**src/pkg/dmr_regs.vh**
```
`ifndef DMR_REGS_VH
`define DMR_REGS_VH

// register byte offsets
`define DMR_OFS_MODE 8'h00
`define DMR_OFS_AUX 8'h04
`define DMR_OFS_IPCHG 8'h08
`define DMR_OFS_ISTAT 8'h0C
`define DMR_OFS_IMASK 8'h10
`define DMR_OFS_CPHI 8'h14
`define DMR_OFS_CPLO 8'h18
`define DMR_OFS_OPR 8'h1C
`define DMR_OFS_CMD 8'h20
`define DMR_OFS_CSTAT 8'h24
`define DMR_OFS_OPCFG 8'h28

// mode one fields
`define DMR_M1_RTS_CTL 7
`define DMR_M1_RXINT_SEL 6
`define DMR_M1_ERR_MODE 5
`define DMR_M1_PAR_HI 4
`define DMR_M1_PAR_LO 3
`define DMR_M1_PAR_TYPE 2
`define DMR_M1_BITS_HI 1
`define DMR_M1_BITS_LO 0

// parity mode encodings
`define DMR_PAR_WITH 2'h0
`define DMR_PAR_FORCE 2'h1
`define DMR_PAR_NONE 2'h2
`define DMR_PAR_MDROP 2'h3

// aux control fields
`define DMR_AUX_BAUD_SET 7
`define DMR_AUX_CHG_HI 3
`define DMR_AUX_CHG_LO 0

// interrupt status / mask layout
`define DMR_IS_IN_CHANGE 7
`define DMR_IS_BRK_B 6
`define DMR_IS_RX_B 5
`define DMR_IS_TXRDY_B 4
`define DMR_IS_CTR 3
`define DMR_IS_BRK_A 2
`define DMR_IS_RX_A 1
`define DMR_IS_TXRDY_A 0

// output port bits
`define DMR_OP_RTS 0
`define DMR_OP_FOUR 4

// command register bits
`define DMR_CMD_SET_PTR 0
`define DMR_CMD_RST_ERR 1

// channel status bits
`define DMR_CS_BREAK 7
`define DMR_CS_FRAME 6
`define DMR_CS_PARITY 5
`define DMR_CS_RTS_HOLD 4
`define DMR_CS_PTR 3
`define DMR_CS_FIFO_FULL 1
`define DMR_CS_RECEIVER_READY 0

// reset values
`define DMR_RST_BYTE 8'h00
`define DMR_RST_OPR 8'h00

// axi responses
`define DMR_RESP_OKAY 2'h0
`define DMR_RESP_SLVERR 2'h2

`endif

```
**src/hw/dmr_mode_regs.v**
```verilog
// Summary of operation
// - mode pointer reset or set by command; mode one access moves it to two
// - with bit 7 set, start bit into full fifo negates request-to-send
// - output register bit 0 asserts request-to-send, clearing it negates
// - auto negation keeps bit 0; request-to-send returns when fifo frees
// - bit 6 picks receiver-ready or fifo-full as receiver interrupt source
// - chosen receiver status drives output bit four when so configured
// - character error mode shows errors of the fifo top character only
// - block error mode ORs errors of all top characters since reset-error
// - with or forced parity adds a parity bit and checks it on receive
// - parity field 11 selects multidrop mode instead of parity
// - parity type picks odd/even or forced level; ignored with no parity
// - in multidrop the parity type sets address/data bit polarity
// - two-bit field gives data bits per character, excluding framing bits
// - aux control bit 7 selects rate generator set one or two
// - status and mask share one layout; set mask bit enables source
// - interrupt select 0 is receiver-ready, 1 is fifo-full
// - error mode 0 is character mode, 1 is block mode
// - parity field 00 with, 01 forced, 10 none, 11 multidrop
// - parity type 0 even, 1 odd
//
// The AXI4-Lite register port and the address map are this design's own decisions.
`timescale 1ns/1ps
`default_nettype none
`include "dmr_regs.vh"

module dmr_mode_regs #(
	parameter ADDR_W = 8,
	parameter NIN = 4
) (
	input wire aclk,
	input wire aresetn,
	input wire [ADDR_W-1:0] s_axi_awaddr,
	input wire s_axi_awvalid,
	output wire s_axi_awready,
	input wire [31:0] s_axi_wdata,
	input wire [3:0] s_axi_wstrb,
	input wire s_axi_wvalid,
	output wire s_axi_wready,
	output reg [1:0] s_axi_bresp,
	output reg s_axi_bvalid,
	input wire s_axi_bready,
	input wire [ADDR_W-1:0] s_axi_araddr,
	input wire s_axi_arvalid,
	output wire s_axi_arready,
	output reg [31:0] s_axi_rdata,
	output reg [1:0] s_axi_rresp,
	output reg s_axi_rvalid,
	input wire s_axi_rready,
	input wire rx_start_valid,
	input wire fifo_full,
	input wire receiver_ready,
	input wire rx_top_load,
	input wire top_framing_error,
	input wire top_parity_error,
	input wire top_break,
	input wire transmitter_ready_a,
	input wire transmitter_ready_b,
	input wire rx_int_b,
	input wire break_change_a,
	input wire break_change_b,
	input wire counter_ready,
	input wire [NIN-1:0] in_pins,
	output reg chan_a_request_to_send_n,
	output reg output_bit_four,
	output reg intr_request,
	output reg parity_enable,
	output reg parity_forced,
	output reg parity_odd,
	output reg multidrop,
	output reg addr_data_polarity,
	output reg [1:0] char_bits,
	output reg baud_set_two,
	output reg [15:0] counter_preset,
	output reg [7:0] chan_a_mode_two_out
);
	reg [7:0] channel_a_mode_one;
	reg [7:0] channel_a_mode_two;
	reg [7:0] aux_control;
	reg [7:0] interrupt_mask;
	reg [7:0] counter_preset_high;
	reg [7:0] counter_preset_low;
	reg [7:0] output_port_register;
	reg [7:0] output_port_config;
	reg mode_ptr;
	reg rts_auto_hold;
	reg [2:0] block_err;
	reg [NIN-1:0] delta;
	reg aw_held;
	reg w_held;
	reg [ADDR_W-1:0] aw_addr;
	reg [7:0] w_byte;
	reg w_lane0;
	wire [NIN-1:0] in_level;
	wire [NIN-1:0] in_change;
	wire wr_go;
	wire rd_go;
	wire err_clr;
	reg [2:0] err_view;
	reg rx_sel;
	reg [7:0] interrupt_status;
	reg [7:0] input_change_status;

	// true when an address names a mapped register
	function mapped;
		input [ADDR_W-1:0] a;
		begin
			if (a == `DMR_OFS_MODE) mapped = 1'b1;
			else if (a == `DMR_OFS_AUX) mapped = 1'b1;
			else if (a == `DMR_OFS_IPCHG) mapped = 1'b1;
			else if (a == `DMR_OFS_ISTAT) mapped = 1'b1;
			else if (a == `DMR_OFS_IMASK) mapped = 1'b1;
			else if (a == `DMR_OFS_CPHI) mapped = 1'b1;
			else if (a == `DMR_OFS_CPLO) mapped = 1'b1;
			else if (a == `DMR_OFS_OPR) mapped = 1'b1;
			else if (a == `DMR_OFS_CMD) mapped = 1'b1;
			else if (a == `DMR_OFS_CSTAT) mapped = 1'b1;
			else if (a == `DMR_OFS_OPCFG) mapped = 1'b1;
			else mapped = 1'b0;
		end
	endfunction

	dmr_input_sync #(
		.W(NIN)
	) u_sync (
		.aclk(aclk),
		.aresetn(aresetn),
		.pins(in_pins),
		.level(in_level),
		.change(in_change)
	);

	// address and data are taken independently, in either order
	assign s_axi_awready = !aw_held;
	assign s_axi_wready = !w_held;
	assign s_axi_arready = !s_axi_rvalid;
	assign wr_go = aw_held && w_held && !s_axi_bvalid;
	assign rd_go = s_axi_arvalid && !s_axi_rvalid;
	// reset-error command strobe
	assign err_clr = wr_go && w_lane0 && aw_addr == `DMR_OFS_CMD && w_byte[`DMR_CMD_RST_ERR];

	// derived status, combinational
	always @* begin
		rx_sel = channel_a_mode_one[`DMR_M1_RXINT_SEL] ? fifo_full : receiver_ready;
		if (channel_a_mode_one[`DMR_M1_ERR_MODE])
			err_view = block_err;
		else
			err_view = {top_break, top_framing_error, top_parity_error};
		input_change_status = {delta, in_level};
		interrupt_status = 8'h00;
		interrupt_status[`DMR_IS_IN_CHANGE] = |(delta & aux_control[`DMR_AUX_CHG_HI:`DMR_AUX_CHG_LO]);
		interrupt_status[`DMR_IS_BRK_B] = break_change_b;
		interrupt_status[`DMR_IS_RX_B] = rx_int_b;
		interrupt_status[`DMR_IS_TXRDY_B] = transmitter_ready_b;
		interrupt_status[`DMR_IS_CTR] = counter_ready;
		interrupt_status[`DMR_IS_BRK_A] = break_change_a;
		interrupt_status[`DMR_IS_RX_A] = rx_sel;
		interrupt_status[`DMR_IS_TXRDY_A] = transmitter_ready_a;
	end

	// write channel capture
	always @(posedge aclk) begin
		if (!aresetn) begin
			aw_held <= 1'b0;
			w_held <= 1'b0;
			aw_addr <= {ADDR_W{1'b0}};
			w_byte <= `DMR_RST_BYTE;
			w_lane0 <= 1'b0;
			s_axi_bvalid <= 1'b0;
			s_axi_bresp <= `DMR_RESP_OKAY;
		end else begin
			if (s_axi_awvalid && !aw_held) begin
				aw_held <= 1'b1;
				aw_addr <= s_axi_awaddr;
			end
			if (s_axi_wvalid && !w_held) begin
				w_held <= 1'b1;
				w_byte <= s_axi_wdata[7:0];
				w_lane0 <= s_axi_wstrb[0];
			end
			if (wr_go) begin
				aw_held <= 1'b0;
				w_held <= 1'b0;
				s_axi_bvalid <= 1'b1;
				s_axi_bresp <= mapped(aw_addr) ? `DMR_RESP_OKAY : `DMR_RESP_SLVERR;
			end else if (s_axi_bvalid && s_axi_bready) begin
				s_axi_bvalid <= 1'b0;
			end
		end
	end

	// register file writes and mode pointer
	always @(posedge aclk) begin
		if (!aresetn) begin
			channel_a_mode_one <= `DMR_RST_BYTE;
			channel_a_mode_two <= `DMR_RST_BYTE;
			aux_control <= `DMR_RST_BYTE;
			interrupt_mask <= `DMR_RST_BYTE;
			counter_preset_high <= `DMR_RST_BYTE;
			counter_preset_low <= `DMR_RST_BYTE;
			output_port_register <= `DMR_RST_OPR;
			output_port_config <= `DMR_RST_BYTE;
			mode_ptr <= 1'b0;
		end else begin
			if (wr_go && w_lane0) begin
				if (aw_addr == `DMR_OFS_MODE) begin
					if (mode_ptr)
						channel_a_mode_two <= w_byte;
					else
						channel_a_mode_one <= w_byte;
				end else if (aw_addr == `DMR_OFS_AUX) begin
					aux_control <= w_byte;
				end else if (aw_addr == `DMR_OFS_IMASK) begin
					interrupt_mask <= w_byte;
				end else if (aw_addr == `DMR_OFS_CPHI) begin
					counter_preset_high <= w_byte;
				end else if (aw_addr == `DMR_OFS_CPLO) begin
					counter_preset_low <= w_byte;
				end else if (aw_addr == `DMR_OFS_OPR) begin
					output_port_register <= w_byte;
				end else if (aw_addr == `DMR_OFS_OPCFG) begin
					output_port_config <= w_byte;
				end
			end
			// any mode one access moves pointer to two
			if ((wr_go && aw_addr == `DMR_OFS_MODE && !mode_ptr) ||
				(rd_go && s_axi_araddr == `DMR_OFS_MODE && !mode_ptr))
				mode_ptr <= 1'b1;
			// set-pointer command wins over an access
			if (wr_go && w_lane0 && aw_addr == `DMR_OFS_CMD && w_byte[`DMR_CMD_SET_PTR])
				mode_ptr <= 1'b0;
		end
	end

	// flow control hold and error accumulation
	always @(posedge aclk) begin
		if (!aresetn) begin
			rts_auto_hold <= 1'b0;
			block_err <= 3'h0;
		end else begin
			// release once a fifo slot frees, register bit kept
			if (!fifo_full)
				rts_auto_hold <= 1'b0;
			// start bit into a full fifo
			if (channel_a_mode_one[`DMR_M1_RTS_CTL] && rx_start_valid && fifo_full)
				rts_auto_hold <= 1'b1;
			// clear by reset-error; a new top character still wins
			if (err_clr)
				block_err <= 3'h0;
			// old flags still go on a clear; only the new character's flags survive
			if (rx_top_load)
				block_err <= (err_clr ? 3'h0 : block_err) |
					{top_break, top_framing_error, top_parity_error};
		end
	end

	// change flags: read clears, a change in the same cycle survives
	always @(posedge aclk) begin
		if (!aresetn) begin
			delta <= {NIN{1'b0}};
		end else begin
			if (rd_go && s_axi_araddr == `DMR_OFS_IPCHG)
				delta <= in_change;
			else
				delta <= delta | in_change;
		end
	end

	// read channel
	always @(posedge aclk) begin
		if (!aresetn) begin
			s_axi_rvalid <= 1'b0;
			s_axi_rdata <= 32'h00000000;
			s_axi_rresp <= `DMR_RESP_OKAY;
		end else begin
			if (rd_go) begin
				s_axi_rvalid <= 1'b1;
				s_axi_rresp <= mapped(s_axi_araddr) ? `DMR_RESP_OKAY : `DMR_RESP_SLVERR;
				s_axi_rdata <= 32'h00000000;
				if (s_axi_araddr == `DMR_OFS_MODE)
					s_axi_rdata[7:0] <= mode_ptr ? channel_a_mode_two : channel_a_mode_one;
				else if (s_axi_araddr == `DMR_OFS_AUX)
					s_axi_rdata[7:0] <= aux_control;
				else if (s_axi_araddr == `DMR_OFS_IPCHG)
					s_axi_rdata[7:0] <= input_change_status;
				else if (s_axi_araddr == `DMR_OFS_ISTAT)
					s_axi_rdata[7:0] <= interrupt_status;
				else if (s_axi_araddr == `DMR_OFS_IMASK)
					s_axi_rdata[7:0] <= interrupt_mask;
				else if (s_axi_araddr == `DMR_OFS_CPHI)
					s_axi_rdata[7:0] <= counter_preset_high;
				else if (s_axi_araddr == `DMR_OFS_CPLO)
					s_axi_rdata[7:0] <= counter_preset_low;
				else if (s_axi_araddr == `DMR_OFS_OPR)
					s_axi_rdata[7:0] <= output_port_register;
				else if (s_axi_araddr == `DMR_OFS_CSTAT) begin
					s_axi_rdata[`DMR_CS_BREAK] <= err_view[2];
					s_axi_rdata[`DMR_CS_FRAME] <= err_view[1];
					s_axi_rdata[`DMR_CS_PARITY] <= err_view[0];
					s_axi_rdata[`DMR_CS_RTS_HOLD] <= rts_auto_hold;
					s_axi_rdata[`DMR_CS_PTR] <= mode_ptr;
					s_axi_rdata[`DMR_CS_FIFO_FULL] <= fifo_full;
					s_axi_rdata[`DMR_CS_RECEIVER_READY] <= receiver_ready;
				end else if (s_axi_araddr == `DMR_OFS_OPCFG)
					s_axi_rdata[7:0] <= output_port_config;
			end else if (s_axi_rvalid && s_axi_rready) begin
				s_axi_rvalid <= 1'b0;
			end
		end
	end

	// registered pin and configuration outputs; request-to-send and bit four pins idle high after reset, interrupt request low
	always @(posedge aclk) begin
		if (!aresetn) begin
			chan_a_request_to_send_n <= 1'b1;
			output_bit_four <= 1'b1;
			intr_request <= 1'b0;
			parity_enable <= 1'b0;
			parity_forced <= 1'b0;
			parity_odd <= 1'b0;
			multidrop <= 1'b0;
			addr_data_polarity <= 1'b0;
			char_bits <= 2'h0;
			baud_set_two <= 1'b0;
			counter_preset <= 16'h0000;
			chan_a_mode_two_out <= `DMR_RST_BYTE;
		end else begin
			// pin is inverse of register bit
			// auto hold negates without touching the bit
			chan_a_request_to_send_n <= !(output_port_register[`DMR_OP_RTS] && !rts_auto_hold);
			// receiver status on bit four when configured
			output_bit_four <= output_port_config[`DMR_OP_FOUR] ? !rx_sel :
				!output_port_register[`DMR_OP_FOUR];
			// any enabled status raises the request
			intr_request <= |(interrupt_status & interrupt_mask);
			// with or forced adds and checks parity
			parity_enable <= (channel_a_mode_one[`DMR_M1_PAR_HI:`DMR_M1_PAR_LO] == `DMR_PAR_WITH) ||
				(channel_a_mode_one[`DMR_M1_PAR_HI:`DMR_M1_PAR_LO] == `DMR_PAR_FORCE);
			parity_forced <= channel_a_mode_one[`DMR_M1_PAR_HI:`DMR_M1_PAR_LO] == `DMR_PAR_FORCE;
			// type 1 odd or forced high
			parity_odd <= channel_a_mode_one[`DMR_M1_PAR_TYPE] &&
				((channel_a_mode_one[`DMR_M1_PAR_HI:`DMR_M1_PAR_LO] == `DMR_PAR_WITH) ||
				(channel_a_mode_one[`DMR_M1_PAR_HI:`DMR_M1_PAR_LO] == `DMR_PAR_FORCE));
			multidrop <= channel_a_mode_one[`DMR_M1_PAR_HI:`DMR_M1_PAR_LO] == `DMR_PAR_MDROP;
			addr_data_polarity <= channel_a_mode_one[`DMR_M1_PAR_TYPE] &&
				(channel_a_mode_one[`DMR_M1_PAR_HI:`DMR_M1_PAR_LO] == `DMR_PAR_MDROP);
			char_bits <= channel_a_mode_one[`DMR_M1_BITS_HI:`DMR_M1_BITS_LO];
			baud_set_two <= aux_control[`DMR_AUX_BAUD_SET];
			counter_preset <= {counter_preset_high, counter_preset_low};
			chan_a_mode_two_out <= channel_a_mode_two;
		end
	end
endmodule

`default_nettype wire

```
**src/hw/dmr_input_sync.v**
```verilog
`timescale 1ns/1ps
`default_nettype none

// three-stage synchroniser with agreement filter and change pulse
module dmr_input_sync #(
	parameter W = 4
) (
	input wire aclk,
	input wire aresetn,
	input wire [W-1:0] pins,
	output reg [W-1:0] level,
	output reg [W-1:0] change
);
	reg [W-1:0] s1;
	reg [W-1:0] s2;
	reg [W-1:0] s3;
	reg primed;

	// s1 only feeds s2; the filter looks at s2 and s3
	always @(posedge aclk) begin
		if (!aresetn) begin
			s1 <= {W{1'b0}};
			s2 <= {W{1'b0}};
			s3 <= {W{1'b0}};
			level <= {W{1'b0}};
			change <= {W{1'b0}};
			primed <= 1'b0;
		end else begin
			s1 <= pins;
			s2 <= s1;
			s3 <= s2;
			change <= {W{1'b0}};
			if (!primed) begin
				// first agreement after reset loads without a change event
				if (s2 == s3) begin
					level <= s3;
					primed <= 1'b1;
				end
			end else begin
				// follow s3 only where the last two stages agree, else hold
				level <= (s3 & ~(s2 ^ s3)) | (level & (s2 ^ s3));
				change <= (level ^ s3) & ~(s2 ^ s3);
			end
		end
	end
endmodule

`default_nettype wire

```
**config.mk**
```make
export PLATFORM = sky130hd
export DESIGN_NAME = dmr_mode_regs
export DESIGN_NICKNAME = d
export VERILOG_FILES = /design/src/hw/dmr_mode_regs.v /design/src/hw/dmr_input_sync.v
export VERILOG_INCLUDE_DIRS = /design/src /design/src/pkg
export SDC_FILE = /design/constraint.sdc
export NUM_CORES = 1
export LEC_CHECK = 0
export BUFFER_PORTS_ARGS = -buffer_cell sky130_fd_sc_hd__buf_2
export CAP_MARGIN = 20
export CORE_MARGIN = 8
export CORE_UTILIZATION = 35
export DETAILED_ROUTE_END_ITERATION = 12
export SETUP_SLACK_MARGIN = 0.15
export SLEW_MARGIN = 25
export SYNTH_ARGS = -nofsm -noshare
export SYNTH_HDL_FRONTEND = slang
export SYNTH_SLANG_ARGS = --single-unit
```
**constraint.sdc**
```tcl
create_clock -name aclk -period 1.6 [get_ports aclk]
set_input_delay 0.08 -clock aclk [delete_from_list [all_inputs] [get_ports aclk]]
set_output_delay 0.08 -clock aclk [all_outputs]
set_load 0.02 [all_outputs]
```
==> flow_summary_export.csv <==
group,metric,value,unit
pwr,vdd_drop_max,0.0007254,V
die,io-pin-count,152,
placed_design,place_inst,1154,
synth,synth_seq_cells,160,
synth,ys_top_cells_by_count,"dfxtp_1 (160), nor2_1 (98), nand2_1 (75), mux2i_1 (57), a21oi_1 (52)",
placed_design,port_buffers,98,
pwr,p_leak,0.004183,uW
sta,worstMarginPinSlew,502.5,ps
sta,fin_crit_sh,99.90,%
route,first_iter_violations,331,
hold_path,hold_class,"in2reg",
clocking,cts_max_path_buffers,2,
worst_setup_path,critPathLaunchType,"flop",
synth,synth_ff_type,"dfxtp_1",
die,dieHeight,155.6,um
sta,slew-limit-headroom,66.43,%
sta,maxSlewViolCount,0,
global_routing,antenna_found_initial,0,
sta,hold_violations,0,
route,routedWlPerCell,17.29,um
route,totalWireLength,21.35,mm
clocking,clock_latency,430,ps
synth,yosysWarnings,0,
sta,max_freq,625.6,MHz
worst_setup_path,cp-end-kind,"flop",
finish,num_antenna_cells,0,
route,vias,6064,
sta,fin_skew,11.15,ps
route,first_pass_iters,5,
clocking,h-tree-depth,4,
sta,min_period,1598,ps
synth,yosysTopAreaCellShare,46.97,%
sta,holdWs,22.71,ps
global_routing,grt_max_degree,41,
clocking,cts_tree,"built",
die,core-area,19270,um2
worst_setup_path,worstSetupPathType,"reg2reg",
clocking,root_buffer,"clkbuf_16",
pwr,power_density,984.1,nW/um2
die,die_x,155.6,um
global_routing,grt_pass1_wl,32.78,mm
sta,finalSetupViolations,0,
clocking,numClockSinks,160,
worst_setup_path,max_stage_delay,420,ps
synth,avgSynthCellArea,8.996,um2
route,ant_nets,0,
synth,synth.distinct_cells,58,
outcome,status,"completed",
worst_setup_path,slowest_stage,"and4bb_4",
run,max-cap-violations,0,
worst_setup_path,path_max_fanout,8,
die,dieArea,24210,um2
synth,synth_edf_count,0,
synth,yosysTopAreaCell,"dfxtp_1",
synth,synth_cells,758,
die,std_cell_rows,51,
worst_setup_path,crit_chain,"nand3b_4 -> and4bb_4 -> buf_6 -> nand3_4 -> nor2_4 -> a31o_4",
synth,synth_area,6819,um2
worst_setup_path,required,1970,ps
finish,stdcell_count,1235,
global_routing,grt_usage,17.52,%
synth,yosysMostFrequentCell,"dfxtp_1",
route,vias_per_cell,4.910,
synth,ys_seq_area_share,46.97,%
finish,area_delta_synth_final,40.86,%
placed_design,hpwl,15.33,mm
die,start_util,35.39,%
sta,rsz0062_at_grt,"true",
worst_setup_path,crit_arrival,1970,ps
finish,final_nets,1034,
route,drc,0,
global_routing,grt_overflow_total,0,
global_routing,grt_pass1_vias,5982,
finish,drive_gt1_share,32.06,%
clocking,path_clk_slew,70,ps
synth,synthArstFlopShare,0,%
placed_design,gp_congestion,0.8873,
synth,synth.area.top_cells,"dfxtp_1 (47%), mux2i_1 (8.4%), nor2_1 (5.4%)",
pwr,power,9453,uW
clocking,cts_buffers,17,
## registers in the layout, indices dropped and copies added (netlist names), 3 cells and up, named ones only
signal                cells
w_byte                    8
aux_control               8
u_sync.s2                 4
u_sync.change             4
s_axi_rdata               8
channel_a_mode_one        8
delta                     4
output_port_register      8
u_sync.s1                 4
counter_preset           16
channel_a_mode_two        8
interrupt_mask            8
block_err                 3
aw_addr                   8
counter_preset_low        8
counter_preset_high       8
u_sync.s3                 4
output_port_config        8
chan_a_mode_two_out       8
## cells in the final DEF, fill, tap and decap left out, types with 7 or more instances in the layout
cell,count
nor2_1,89
mux2i_1,52
buf_12,10
a31o_4,8
conb_1,26
nand2_1,70
and2_1,42
inv_1,13
buf_4,71
nand3_1,14
a31oi_1,7
mux2_2,8
dfxtp_1,145
clkbuf_16,17
o211ai_1,11
a22oi_1,8
o21ai_0,14
o21ai_1,20
nand3_4,7
a21oi_1,52
dlygate4sd3_1,34
nand2b_1,7
dfxtp_2,10
buf_2,98
## stage by stage
stage | setup WS (ps) | cell area, um2 | setup TNS (ps) | util [%]
final | 1.539 | 9605 | 0 | 49.84
after global routing | -74.34 | 9605 | -777.3 | 49.84
after CTS | 11.92 | 9380 | 0 | 48.68
after detailed placement | -20.71 | 8157 | -74.79 | 42.33
after global placement | -8.739 | 8157 | -8.739 | 42.33
after floorplan | 57.16 | 7083 | 0 | -
## power by group
group	internal, uW	switching [uW]
registers	4040	72.4
clock network	2680	1730
logic	397	531
total	7120	2330
## timing repair
action	in CTS	in global routing
gates cloned	3	0
pin swaps	11	19
setup endpoints to repair	75	79
hold buffers	34	0
hold endpoints to repair	29	0
gates resized for setup	29	55
setup buffers	8	5
## critical path: cells and delay by family, from the launching register on
kind | cells | cell delay (ps)
buf+inv | 1 | 130
compound gates | 1 | 100
simple gates | 4 | 980
flops | 1 | 340
## final cells by class
class,instances,area (um2)
Sequential cell,160,3234
Inverter,15,60.06
Timing Repair Buffer,219,1632
Fill cell,1871,9666
Tap cell,265,331.6
Clock buffer,18,439.2
Clock inverter,13,201.4
Multi-Input combinational cell,545,3707
## cells by family after synthesis
logic type	Yosys count	synth area share [%]
AO/OA/AOI/OAI	159	15.08
XOR/XNOR	4	0.5137
buffers and inverters	81	6.092
flip-flops	160	46.97
multiplexers	66	9.853
other	1	0.05499
AND/OR/NAND/NOR	287	21.43
## final timing paths
check,slack [ps],to,startpoint,cells after the start
worst max-delay path,2,output_port_config[4],s_axi_bvalid,6
worst min-delay path,20,output_port_register[4],aresetn,3
worst max register to register,2,output_port_config[4],s_axi_bvalid,6
worst min register to register,410,chan_a_request_to_send_n,output_port_register[0],1
## routing by layer
layer / wire length, um / global-route usage [%]
met1: 9709 / 21.86
met2: 10140 / 28.91
met3: 1024 / 4.238
met4: 470 / 6.285
met5: 0 / 0
Note: power is estimated with default switching activity, not from simulation.
